`config.mk`:
```
export PLATFORM = sky130hd
export DESIGN_NAME = carry_rotate_bit_logic_unit
export DESIGN_NICKNAME = d
export VERILOG_FILES = /design/src/bit_logic_pkg.sv /design/src/carry_rotate_bit_logic_unit.sv
export SDC_FILE = /design/constraint.sdc
export NUM_CORES = 1
export LEC_CHECK = 0
export ABC_AREA = 1
export BUFFER_PORTS_ARGS = -buffer_cell sky130_fd_sc_hd__buf_2
export CAP_MARGIN = 10
export CORE_UTILIZATION = 56
export DETAILED_ROUTE_END_ITERATION = 7
export GPL_ROUTABILITY_DRIVEN = 0
export PLACE_DENSITY_LB_ADDON = 0.08
export SYNTH_ARGS = -nofsm -noshare
export SYNTH_HDL_FRONTEND = slang
export SYNTH_SLANG_ARGS = --single-unit
```
`constraint.sdc`:
```
create_clock -name SYS_CLK -period 3.4 [get_ports SYS_CLK]
set_input_delay 0.51 -clock SYS_CLK [delete_from_list [all_inputs] [get_ports SYS_CLK]]
set_output_delay 0.51 -clock SYS_CLK [all_outputs]
set_load 0.03 [all_outputs]
```
`src/bit_logic_pkg.sv`:
```
// Constants, types and cycle costs for the carry, rotate and bit logic unit.
// Assumes one CPU clock; every instruction clock equals one period of it.
//
// Contract
// - Rotate right through carry: A bit0 to carry, old carry to bit7, 2 clocks.
// - Rotate left through carry: A bit7 to carry, old carry to bit0, 2 clocks.
// - Nibble rotate right with pointed byte; 10 clocks fast RAM, else 12.
// - Nibble rotate left with pointed byte; 10 or 12 clocks, flags untouched.
// - Decimal adjust after add fixes A to BCD, sets Z, AC, CY; 4 clocks.
// - Decimal adjust after subtract fixes A to BCD, sets Z, AC, CY; 4 clocks.
// - Carry AND with one bit from five sources; only carry changes.
// - Carry OR with one bit from the same five sources; only carry changes.
// - Carry XOR with one bit from the same five sources; only carry changes.
// - First clock figure for fast RAM or no data; register and status forms take second.
// - Second clock figure for any other area; bit stores take 8 not 6.
// - Each counted clock is one period of the CPU clock.
// - Counts hold for programs running from internal program ROM.

package bit_logic_pkg;

    // ------------------------------------------------------------------
    // Status word layout and reset values
    // ------------------------------------------------------------------
    localparam int unsigned PSW_Z_POS   = 6;
    localparam int unsigned PSW_AC_POS  = 4;
    localparam int unsigned PSW_CY_POS  = 0;
    localparam logic [7:0]  ACC_RESET   = 8'h00;
    localparam logic [7:0]  PSW_RESET   = 8'h00;
    localparam logic [7:0]  BCD_LO_FIX  = 8'h06;
    localparam logic [7:0]  BCD_HI_FIX  = 8'h60;
    localparam logic [7:0]  BCD_MAX     = 8'h99;
    localparam logic [3:0]  NIB_MAX     = 4'h9;

    // ------------------------------------------------------------------
    // Instruction clock counts
    // ------------------------------------------------------------------
    localparam logic [3:0]  CYC_SHORT     = 4'h2;
    localparam logic [3:0]  CYC_ADJUST    = 4'h4;
    localparam logic [3:0]  CYC_NIB_FAST  = 4'hA;
    localparam logic [3:0]  CYC_NIB_SLOW  = 4'hC;
    localparam logic [3:0]  CYC_ACC_BIT   = 4'h4;
    localparam logic [3:0]  CYC_RD_FAST   = 4'h6;
    localparam logic [3:0]  CYC_RD_SLOW   = 4'h7;
    localparam logic [3:0]  CYC_WR_FAST   = 4'h6;
    localparam logic [3:0]  CYC_WR_SLOW   = 4'h8;
    localparam logic [3:0]  CYC_SET_SHORT = 4'h4;
    localparam logic [3:0]  CYC_SET_SADDR = 4'h6;
    localparam logic [3:0]  CYC_SET_PSW   = 4'h6;
    localparam logic [3:0]  CYC_COUNT_ONE = 4'h1;

    // ------------------------------------------------------------------
    // Operations, bit sources, states
    // ------------------------------------------------------------------
    typedef enum logic [3:0] {
        OP_ROT_R     = 4'h0,
        OP_ROT_L     = 4'h1,
        OP_NIB_R     = 4'h2,
        OP_NIB_L     = 4'h3,
        OP_ADJ_ADD   = 4'h4,
        OP_ADJ_SUB   = 4'h5,
        OP_MOVE_IN   = 4'h6,
        OP_MOVE_OUT  = 4'h7,
        OP_C_AND     = 4'h8,
        OP_C_OR      = 4'h9,
        OP_C_XOR     = 4'hA,
        OP_BIT_SET   = 4'hB,
        OP_BIT_CLR   = 4'hC,
        OP_CY_SET    = 4'hD,
        OP_CY_CLR    = 4'hE,
        OP_CY_NOT    = 4'hF
    } op_e;

    typedef enum logic [2:0] {
        SRC_SADDR = 3'h0,
        SRC_SFR   = 3'h1,
        SRC_ACC   = 3'h2,
        SRC_PSW   = 3'h3,
        SRC_PTR   = 3'h4
    } src_e;

    typedef enum logic [1:0] {
        ST_IDLE = 2'b01,
        ST_EXEC = 2'b10
    } state_e;

    typedef struct packed {
        op_e        op;
        src_e       src;
        logic [2:0] bit_idx;
        logic       fast_ram;
        logic [7:0] mem_data;
    } req_s;

    typedef struct packed {
        logic       we;
        logic [7:0] data;
    } mem_wr_s;

endpackage : bit_logic_pkg

```
`src/carry_rotate_bit_logic_unit.sv`:
```
// Execution unit for carry rotates, nibble rotates, decimal adjust and bit logic.
// Assumes the core fetches the pointed or direct byte and presents it with the
// request, and performs the memory write that this unit issues at completion.

`timescale 1ns/100ps

module carry_rotate_bit_logic_unit (
    // Clock and reset
    input  wire logic                 SYS_CLK,
    input  wire logic                 RESETN,
    // Instruction request
    input  wire logic                 START,
    input  wire bit_logic_pkg::req_s  REQ,
    output logic                      READY,
    output logic                      DONE,
    // Accumulator and status word load
    input  wire logic                 ACC_LOAD,
    input  wire logic [7:0]           ACC_IN,
    input  wire logic                 PSW_LOAD,
    input  wire logic [7:0]           PSW_IN,
    // Architectural state
    output logic [7:0]                ACC_OUT,
    output logic [7:0]                PSW_OUT,
    // Memory write back
    output bit_logic_pkg::mem_wr_s    MEM_WR
);

    // ------------------------------------------------------------------
    // Cycle cost lookup
    // ------------------------------------------------------------------
    function automatic logic [3:0] cost(input bit_logic_pkg::req_s r);
        logic slow;
        slow = ~r.fast_ram;
        cost = bit_logic_pkg::CYC_SHORT;
        case (r.op)
            bit_logic_pkg::OP_NIB_R, bit_logic_pkg::OP_NIB_L: begin
                cost = slow ? bit_logic_pkg::CYC_NIB_SLOW : bit_logic_pkg::CYC_NIB_FAST;
            end
            bit_logic_pkg::OP_ADJ_ADD, bit_logic_pkg::OP_ADJ_SUB: begin
                cost = bit_logic_pkg::CYC_ADJUST;
            end
            bit_logic_pkg::OP_MOVE_IN, bit_logic_pkg::OP_C_AND,
            bit_logic_pkg::OP_C_OR, bit_logic_pkg::OP_C_XOR: begin
                case (r.src)
                    bit_logic_pkg::SRC_ACC: cost = bit_logic_pkg::CYC_ACC_BIT;
                    bit_logic_pkg::SRC_SFR, bit_logic_pkg::SRC_PSW: cost = bit_logic_pkg::CYC_RD_SLOW;
                    default: cost = slow ? bit_logic_pkg::CYC_RD_SLOW : bit_logic_pkg::CYC_RD_FAST;
                endcase
            end
            bit_logic_pkg::OP_MOVE_OUT: begin
                case (r.src)
                    bit_logic_pkg::SRC_ACC: cost = bit_logic_pkg::CYC_ACC_BIT;
                    bit_logic_pkg::SRC_SFR, bit_logic_pkg::SRC_PSW: cost = bit_logic_pkg::CYC_WR_SLOW;
                    default: cost = slow ? bit_logic_pkg::CYC_WR_SLOW : bit_logic_pkg::CYC_WR_FAST;
                endcase
            end
            bit_logic_pkg::OP_BIT_SET, bit_logic_pkg::OP_BIT_CLR: begin
                case (r.src)
                    bit_logic_pkg::SRC_ACC: cost = bit_logic_pkg::CYC_SET_SHORT;
                    bit_logic_pkg::SRC_SFR: cost = bit_logic_pkg::CYC_WR_SLOW;
                    bit_logic_pkg::SRC_PSW: cost = bit_logic_pkg::CYC_SET_PSW;
                    bit_logic_pkg::SRC_SADDR: begin
                        cost = slow ? bit_logic_pkg::CYC_SET_SADDR : bit_logic_pkg::CYC_SET_SHORT;
                    end
                    default: cost = slow ? bit_logic_pkg::CYC_WR_SLOW : bit_logic_pkg::CYC_WR_FAST;
                endcase
            end
            default: cost = bit_logic_pkg::CYC_SHORT;
        endcase
    endfunction : cost

    // ------------------------------------------------------------------
    // Sequencer
    // ------------------------------------------------------------------
    bit_logic_pkg::state_e state_reg;
    bit_logic_pkg::state_e state_next;
    bit_logic_pkg::req_s   req_reg;
    bit_logic_pkg::req_s   req_next;
    logic [3:0]            count_reg;
    logic [3:0]            count_next;
    logic                  accept;
    logic                  commit;

    assign READY  = (state_reg == bit_logic_pkg::ST_IDLE);
    assign accept = START & READY;
    // Completion falls on the last counted CPU clock
    assign commit = (state_reg == bit_logic_pkg::ST_EXEC) && (count_reg == bit_logic_pkg::CYC_COUNT_ONE);
    assign DONE   = commit;

    always_comb begin
        state_next = state_reg;
        req_next   = req_reg;
        count_next = count_reg;
        case (state_reg)
            bit_logic_pkg::ST_IDLE: begin
                if (accept) begin
                    state_next = bit_logic_pkg::ST_EXEC;
                    req_next   = REQ;
                    count_next = cost(REQ);
                end
            end
            bit_logic_pkg::ST_EXEC: begin
                count_next = count_reg - bit_logic_pkg::CYC_COUNT_ONE;
                if (commit) begin
                    state_next = bit_logic_pkg::ST_IDLE;
                end
            end
            default: begin
                state_next = bit_logic_pkg::ST_IDLE;
            end
        endcase
    end

    always_ff @(posedge SYS_CLK or negedge RESETN) begin
        if (!RESETN) begin
            state_reg <= bit_logic_pkg::ST_IDLE;
            req_reg   <= '0;
            count_reg <= 4'h0;
        end else begin
            state_reg <= state_next;
            req_reg   <= req_next;
            count_reg <= count_next;
        end
    end

    // ------------------------------------------------------------------
    // Datapath
    // ------------------------------------------------------------------
    logic [7:0]           acc_reg;
    logic [7:0]           acc_next;
    logic [7:0]           psw_reg;
    logic [7:0]           psw_next;
    bit_logic_pkg::mem_wr_s wr_reg;
    bit_logic_pkg::mem_wr_s wr_next;
    logic                 cy;
    logic                 ac;
    logic                 sel_bit;
    logic [7:0]           src_byte;
    logic [7:0]           mask;
    logic                 lo_fix;
    logic                 hi_fix;
    logic [7:0]           adj;
    logic [4:0]           lo_sum;

    assign cy   = psw_reg[bit_logic_pkg::PSW_CY_POS];
    assign ac   = psw_reg[bit_logic_pkg::PSW_AC_POS];
    assign mask = 8'h01 << req_reg.bit_idx;
    assign lo_sum = {1'b0, acc_reg[3:0]} + {1'b0, bit_logic_pkg::BCD_LO_FIX[3:0]};

    always_comb begin
        case (req_reg.src)
            bit_logic_pkg::SRC_ACC: src_byte = acc_reg;
            bit_logic_pkg::SRC_PSW: src_byte = psw_reg;
            default:                src_byte = req_reg.mem_data;
        endcase
    end
    assign sel_bit = src_byte[req_reg.bit_idx];

    always_comb begin
        acc_next = acc_reg;
        psw_next = psw_reg;
        wr_next  = '0;
        lo_fix   = 1'b0;
        hi_fix   = 1'b0;
        adj      = acc_reg;
        if (READY) begin
            if (ACC_LOAD) begin
                acc_next = ACC_IN;
            end
            if (PSW_LOAD) begin
                psw_next = PSW_IN;
            end
        end else if (commit) begin
            case (req_reg.op)
                bit_logic_pkg::OP_ROT_R: begin
                    acc_next = {cy, acc_reg[7:1]};
                    psw_next[bit_logic_pkg::PSW_CY_POS] = acc_reg[0];
                end
                bit_logic_pkg::OP_ROT_L: begin
                    acc_next = {acc_reg[6:0], cy};
                    psw_next[bit_logic_pkg::PSW_CY_POS] = acc_reg[7];
                end
                bit_logic_pkg::OP_NIB_R: begin
                    acc_next[3:0] = req_reg.mem_data[3:0];
                    wr_next.we    = 1'b1;
                    wr_next.data  = {acc_reg[3:0], req_reg.mem_data[7:4]};
                end
                bit_logic_pkg::OP_NIB_L: begin
                    acc_next[3:0] = req_reg.mem_data[7:4];
                    wr_next.we    = 1'b1;
                    wr_next.data  = {req_reg.mem_data[3:0], acc_reg[3:0]};
                end
                bit_logic_pkg::OP_ADJ_ADD: begin
                    lo_fix = ac || (acc_reg[3:0] > bit_logic_pkg::NIB_MAX);
                    hi_fix = cy || (acc_reg > bit_logic_pkg::BCD_MAX);
                    adj    = acc_reg + (lo_fix ? bit_logic_pkg::BCD_LO_FIX : 8'h00)
                                     + (hi_fix ? bit_logic_pkg::BCD_HI_FIX : 8'h00);
                    acc_next = adj;
                    psw_next[bit_logic_pkg::PSW_AC_POS] = lo_fix & lo_sum[4];
                    psw_next[bit_logic_pkg::PSW_CY_POS] = hi_fix;
                    psw_next[bit_logic_pkg::PSW_Z_POS]  = (adj == 8'h00);
                end
                bit_logic_pkg::OP_ADJ_SUB: begin
                    lo_fix = ac;
                    hi_fix = cy;
                    adj    = acc_reg - (lo_fix ? bit_logic_pkg::BCD_LO_FIX : 8'h00)
                                     - (hi_fix ? bit_logic_pkg::BCD_HI_FIX : 8'h00);
                    acc_next = adj;
                    psw_next[bit_logic_pkg::PSW_AC_POS] = lo_fix & (acc_reg[3:0] < bit_logic_pkg::BCD_LO_FIX[3:0]);
                    psw_next[bit_logic_pkg::PSW_CY_POS] = hi_fix;
                    psw_next[bit_logic_pkg::PSW_Z_POS]  = (adj == 8'h00);
                end
                bit_logic_pkg::OP_MOVE_IN: psw_next[bit_logic_pkg::PSW_CY_POS] = sel_bit;
                bit_logic_pkg::OP_C_AND:   psw_next[bit_logic_pkg::PSW_CY_POS] = cy & sel_bit;
                bit_logic_pkg::OP_C_OR:    psw_next[bit_logic_pkg::PSW_CY_POS] = cy | sel_bit;
                bit_logic_pkg::OP_C_XOR:   psw_next[bit_logic_pkg::PSW_CY_POS] = cy ^ sel_bit;
                bit_logic_pkg::OP_MOVE_OUT, bit_logic_pkg::OP_BIT_SET, bit_logic_pkg::OP_BIT_CLR: begin
                    // Value written to the selected bit
                    lo_fix = (req_reg.op == bit_logic_pkg::OP_MOVE_OUT) ? cy
                           : (req_reg.op == bit_logic_pkg::OP_BIT_SET);
                    adj    = lo_fix ? (src_byte | mask) : (src_byte & ~mask);
                    case (req_reg.src)
                        bit_logic_pkg::SRC_ACC: acc_next = adj;
                        bit_logic_pkg::SRC_PSW: psw_next = adj;
                        default: begin
                            wr_next.we   = 1'b1;
                            wr_next.data = adj;
                        end
                    endcase
                end
                bit_logic_pkg::OP_CY_SET: psw_next[bit_logic_pkg::PSW_CY_POS] = 1'b1;
                bit_logic_pkg::OP_CY_CLR: psw_next[bit_logic_pkg::PSW_CY_POS] = 1'b0;
                bit_logic_pkg::OP_CY_NOT: psw_next[bit_logic_pkg::PSW_CY_POS] = ~cy;
                default: begin
                    acc_next = acc_reg;
                end
            endcase
        end
    end

    always_ff @(posedge SYS_CLK or negedge RESETN) begin
        if (!RESETN) begin
            acc_reg <= bit_logic_pkg::ACC_RESET;
            psw_reg <= bit_logic_pkg::PSW_RESET;
            wr_reg  <= '0;
        end else begin
            acc_reg <= acc_next;
            psw_reg <= psw_next;
            wr_reg  <= wr_next;
        end
    end

    assign ACC_OUT = acc_reg;
    assign PSW_OUT = psw_reg;
    assign MEM_WR  = wr_reg;

    // ------------------------------------------------------------------
    // Checks
    // ------------------------------------------------------------------
    logic [7:0] a_start_reg;
    logic       cy_start_reg;
    logic [7:0] psw_start_reg;
    logic       bit_start_reg;

    always_ff @(posedge SYS_CLK or negedge RESETN) begin
        if (!RESETN) begin
            a_start_reg   <= 8'h00;
            cy_start_reg  <= 1'b0;
            psw_start_reg <= 8'h00;
            bit_start_reg <= 1'b0;
        end else if (state_reg == bit_logic_pkg::ST_EXEC && count_reg == cost(req_reg)) begin
            a_start_reg   <= acc_reg;
            cy_start_reg  <= cy;
            psw_start_reg <= psw_reg;
            bit_start_reg <= sel_bit;
        end
    end
endmodule : carry_rotate_bit_logic_unit

```
### Yosys cells after proc, flatten, opt, wreduce, memory -nomap -nowiden

Index checks and enable logic that the tools add are counted.

| storage, ports and cells | value |
|---|---|
| bits in registers | 49 |
| output and inout port bits | 27 |

| cells by class | value |
|---|---|
| add/sub/neg operators | 6 |
| order comparisons | 4 |
| eq/ne operators | 40 |
| shift-type cells | 1 |
| mux-type cells | 42 |
| bitwise logic cells | 10 |
| reduce and logical (&&, ||, !) cells | 30 |

Operators with widths:

| operator | number |
|---|---|
| 8-bit 2-to-1 mux | 9 |
| 4-bit equality test (second input constant) | 13 |
| 4-bit one-hot mux with 5 select lines | 2 |
| 4-bit by 3-bit equality test with 1-bit output (second input constant) | 8 |
| 4-bit one-hot mux with 7 select lines | 1 |
| 9-bit 2-to-1 mux | 3 |
| 9-bit one-hot mux with 3 select lines | 1 |
| 4-bit AND reduction | 5 |
| 4-bit by 2-bit equality test with 1-bit output (second input constant) | 4 |
| 8-bit zero test | 2 |
| 4-bit one-hot mux with 2 select lines | 2 |
| 4-bit one-hot mux with 4 select lines | 1 |
| 8-bit one-hot mux with 2 select lines | 1 |
| 7-bit 2-to-1 mux | 2 |
| 3-bit by 2-bit equality test with 1-bit output (second input constant) | 4 |
| 3-bit 2-to-1 mux | 4 |
| 12-bit nonzero test | 1 |
| 1-bit one-hot mux with 11 select lines | 1 |
| 2-bit OR reduction | 5 |
| 8-bit by 3-bit adder with 8-bit output | 1 |
| 8-bit by 7-bit adder with 8-bit output | 1 |
| 8-bit bitwise AND | 1 |
| 4-bit by 1-bit equality test with 1-bit output (second input constant) | 2 |
| 8-bit > comparator (second input constant) | 1 |
| 37 further kinds | 58 |

### Logic depth before layout (Yosys ltp)

| logic depth | value |
|---|---|
| word-level depth | 9 |
| depth in mapped cells | 22 |

### Worst setup path before layout

Ideal clock, no wire load.

| timing | value |
|---|---|
| kind | register to register |
| start point | register acc_reg[1] (netlist: ACC_OUT[1]) |
| end point | register psw_reg[6] (netlist: PSW_OUT[6]) |
| arrival time | 2.844 ns |
| data required time | 3.335 ns |
| slack | 0.491 ns |
| stages on the path, launching flop included | 17 |
| path buffers | 1 |
| period minus slack after synthesis | 2.909 ns |
| cell sequence | dfrtp_1 -> buf_2 -> inv_1 -> ha_1 -> o21ai_0 -> nand2_1 -> nand2_1 -> ha_1 -> fa_1 -> or2_2 -> nor3_1 -> nand3_1 -> nor2_1 -> nand3_1 -> nand3_1 -> nand2_1 -> nand2_1 |

| between the ends | value |
|---|---|
| longest elaborated chain between the ends | 9 |

Ends and longest elaborated chain:

| element | line | text |
|---|---|---|
| from (decl) | carry_rotate_bit_logic_unit.sv:129 | `logic [7:0] acc_reg;` |
| from (signal assigned) | carry_rotate_bit_logic_unit.sv:243 | `acc_reg <= bit_logic_pkg::ACC_RESET;` |
| from (signal assigned) | carry_rotate_bit_logic_unit.sv:247 | `acc_reg <= acc_next;` |
| 4-bit > comparator | carry_rotate_bit_logic_unit.sv:194 | `lo_fix = ac \|\| (acc_reg[3:0] > bit_logic_pkg::NIB_MAX);` |
| 1-bit logical OR | carry_rotate_bit_logic_unit.sv:194 |  |
| 3-bit 2-to-1 mux | carry_rotate_bit_logic_unit.sv:196 | `adj = acc_reg + (lo_fix ? bit_logic_pkg::BCD_LO_FIX : 8'h00)` |
| 8-bit by 3-bit adder with 8-bit output | carry_rotate_bit_logic_unit.sv:196 |  |
| 8-bit by 7-bit adder with 8-bit output | carry_rotate_bit_logic_unit.sv:197 | `+ (hi_fix ? bit_logic_pkg::BCD_HI_FIX : 8'h00);` |
| 8-bit zero test | carry_rotate_bit_logic_unit.sv:201 | `psw_next[bit_logic_pkg::PSW_Z_POS] = (adj == 8'h00);` |
| 1-bit one-hot mux with 3 select lines (*) | carry_rotate_bit_logic_unit.sv:174 | `case (req_reg.op)` |
| 8-bit 2-to-1 mux (*) | carry_rotate_bit_logic_unit.sv:173 | `end else if (commit) begin` |
| 8-bit 2-to-1 mux (*) | carry_rotate_bit_logic_unit.sv:166 | `if (READY) begin` |
| to (signal assigned) | carry_rotate_bit_logic_unit.sv:244 | `psw_reg <= bit_logic_pkg::PSW_RESET;` |
| to (signal assigned) | carry_rotate_bit_logic_unit.sv:248 | `psw_reg <= psw_next;` |
| to (decl) | carry_rotate_bit_logic_unit.sv:131 | `logic [7:0] psw_reg;` |

Every way passes the cells marked *; elsewhere a longest branch is shown, timed or not. The select of a mux whose other input is x is not followed.
A chain may end at the register's enable or synchronous reset.

### Worst setup path in the final report

| timing | value |
|---|---|
| start point | register acc_reg[0] (netlist: ACC_OUT[0]) |
| end point | register psw_reg[6] (netlist: PSW_OUT[6]) |

Same word-level chain as after synthesis.

==> flow_summary.yaml <==
cells_and_area:
  largest_reg_flops: 18
  final_common_cell: "nand2_1"
  nets: 777
  drive_gt1_frac: 0.1548
  final_cell_mix: "nand2_1, inv_1, nor2_1"
  area_delta_synth_final_pct: 13.27
  fin_cells: 816
  diodes: 0
  fin_area_um2: 4698
timing:
  timing.setup.tns_ns: 0
  slew_headroom: 0.4932
  finalHoldViolations: 0
  fmax_ghz: 0.3422
  clock_skew_ns: 0.008773
  fin_crit_sh: 0.8595
  finalMaxSlewViolations: 0
  fin_ws_ns: 0.4778
  tightest_slew_ns: 0.7594
  setup_violations: 0
  min_period_ns: 2.922
  grt_setup_unrepaired: "false"
floorplan:
  fp-row-count: 31
  die_height_um: 88.06
  start_util: 0.5749
  core_um2: 7214
  die_x_um: 88.06
  num_io_pins: 67
  dieArea_um2: 7755
logic_synthesis:
  yosysSeqAreaShare: 0.2959
  syn_nets: 710
  ys_warn_count: 0
  synth_cell_types: 41
  synth-adder-area-share: 0.06516
  synth_cells: 649
  synth_top_family_by_area: "simple AND/OR/NAND/NOR gates"
  synth_async_sr_flop_share: 1.000
  ys.flop_type: "dfrtp_1"
  synth_area_per_cell_um2: 6.391
  synth_xor_area_frac: 0.01267
  synth_edf_count: 0
  synth.area.mux_share: 0
  synth-simple-area-share: 0.3834
  netlist_area_um2: 4148
  synth-compound-area-share: 0.1511
  ys_seq_elements: 49
power_and_ir_drop:
  leakage_nw: 2.521
  powerDensity_nw_per_um2: 1060
  comb_power_share: 0.706
  internal_power_mw: 2.101
  seq_power_share: 0.217
  clkPwrFrac: 0.077
  switching_share: 0.5779
  peakVddDrop_mv: 0.5302
  switching_power_mw: 2.877
  total_power_mw: 4.979
routing:
  dr_total_vias: 4600
  post_drt_via_cell_ratio: 5.637
  ant_nets: 0
  finalWirelength_um: 12290
  wire_per_inst_um: 15.06
  drc: 0
  first_pass_iters: 8
  detail_route.iter0.violations: 323
critical_path:
  critPathMostFrequentCell: "nand2_1"
  worstPathArrival_ns: 3.19
  crit_fanout: 9
  cp_cell_sequence: "inv_1 > ha_1 > o21ai_0 > nand2_1 > nand2_1 > ha_1 > fa_1 > or2_2 > nor3_1 > nand3_1 > nor2_1 > nand3_1 > nand3_1 > nand2_1 > nand2_1"
  crit_buf_inv: 1
  required_ns: 3.66
  startpoint_type: "flip-flop"
  crit_type: "flip-flop to flip-flop"
  crit_slowest_cell: "dfrtp_1"
  cpPeakStageDelay_ns: 0.53
  crit_path_end_kind: "flip-flop"
  worst_path_dominant_cell_family: "simple AND/OR/NAND/NOR gates"
cts:
  ctsHoldBuffers: 0
  clk_path_buf_depth: 2
  clk_latency_ns: 0.32
  numCtsBuffers: 5
  cts_root_buffer: "clkbuf_8"
  cts_resized: 0
  path_clk_slew_ns: 0.10
  cts_sinks: 49
  cts_tree: "done"
  cts_setup_buffers: 0
  htreeDepth: 2
place:
  dpl_cell_area_um2: 4578
  place_inst: 807
  pre_cts_ws_ns: 0.5243
  io_buffers: 66
  dp_hpwl_um: 9525
hold_path:
  hp-class: "input port to asynchronous set/reset pin"
global_routing:
  gr-total-overflow: 0
  grt_start_max_net_pins: 50
  grt_pass1_wl_um: 19400
  grt_usage: 0.3269
  antenna_found_initial: 0
  first_global_vias: 4171
outcome:
  status: "complete, no violations"
run:
  drv_cap: 0
## per-stage QoR
stage / util / hold WS, ns
after global placement: 0.6346 / 0.5367
final: 0.6512 / 0.02942
after global routing: 0.6512 / 0.04793
after CTS: 0.6485 / 0.3990
after floorplan: - / 0.2144
after detailed placement: 0.6346 / 0.5432
## power by group through the flow
stage / combinational, mW / sequential, mW / clock (mW)
2_1_floorplan: 2.39 / 1.21 / 0
3_3_place_gp: 3.33 / 1.07 / 0
3_5_place_dp: 3.43 / 1.08 / 0
4_1_cts: 3.45 / 1.07 / 0.389
5_1_grt: 3.90 / 1.10 / 0.408
6_report: 3.51 / 1.08 / 0.386
## area by class of cell
type | count | area (um2)
clock inverters | 2 | 17.52
inverters | 83 | 311.5
flip-flops and latches | 49 | 1227
fillers | 706 | 2516
multi-input cells | 504 | 2540
well taps | 99 | 123.9
clock buffers | 6 | 82.58
repair buffers | 73 | 395.4
## worst paths after layout
kind / startpoint / to / slack, ns / cells past startpoint
min reg2reg: req_reg[6] / MEM_WR[2] / 0.56 / 2
max in group asynchronous: RESETN / state_reg[0] / 2.82 / 2
max reg2reg: ACC_OUT[0] / PSW_OUT[6] / 0.48 / 15
min in group SYS_CLK: REQ[5] / req_reg[5] / 0.40 / 3
max: ACC_OUT[0] / PSW_OUT[6] / 0.48 / 15
min: RESETN / ACC_OUT[2] / 0.03 / 1
## layer usage
| layer | vias up | global-route usage | share of wire | wire length, um |
|---|---|---|---|---|
| li1 | 2234 | - | - | - |
| met1 | 2110 | 0.4227 | 0.43 | 5317 |
| met2 | 210 | 0.5314 | 0.45 | 5526 |
| met3 | 46 | 0.04901 | 0.069 | 844 |
| met4 | 0 | 0.1701 | 0.049 | 598 |
| met5 | - | 0 | 0 | 0 |
## Yosys cell counts, types with 2 or more instances
cell	instances	area, um2
ha_1	20	250.2
or2_2	2	12.51
nor3_1	6	30.03
nor2_4	3	33.78
a21oi_1	21	105.1
nand2_2	5	31.28
a21boi_0	2	15.01
o21a_1	2	15.01
a31oi_1	11	68.82
o21ai_0	43	215.2
nand3b_1	4	30.03
o21ai_1	2	10.01
o211ai_1	10	75.07
inv_1	78	292.8
xor2_1	5	43.79
dfrtp_1	48	1201
nor2_1	69	259.0
clkbuf_1	7	26.28
buf_2	4	20.02
nand3_2	2	20.02
nand3_1	45	225.2
nor2_2	6	37.54
nand2_1	218	818.3
buf_6	2	22.52
a22oi_1	5	37.54
nand4_1	6	37.54
o22ai_1	5	31.28
inv_2	5	18.77
## cells by family (layout without fill, tap and decap cells)
| family | count (synthesis) | in the layout |
|---|---|---|
| AND/OR/NAND/NOR | 370 | 370 |
| AO/OA/AOI/OAI | 107 | 107 |
| buffers and inverters | 96 | 164 |
| flip-flops | 49 | 49 |
| adder cells (fa/ha/maj) | 21 | 21 |
| XOR/XNOR | 6 | 6 |
Note: power is estimated with default switching activity, not from simulation.
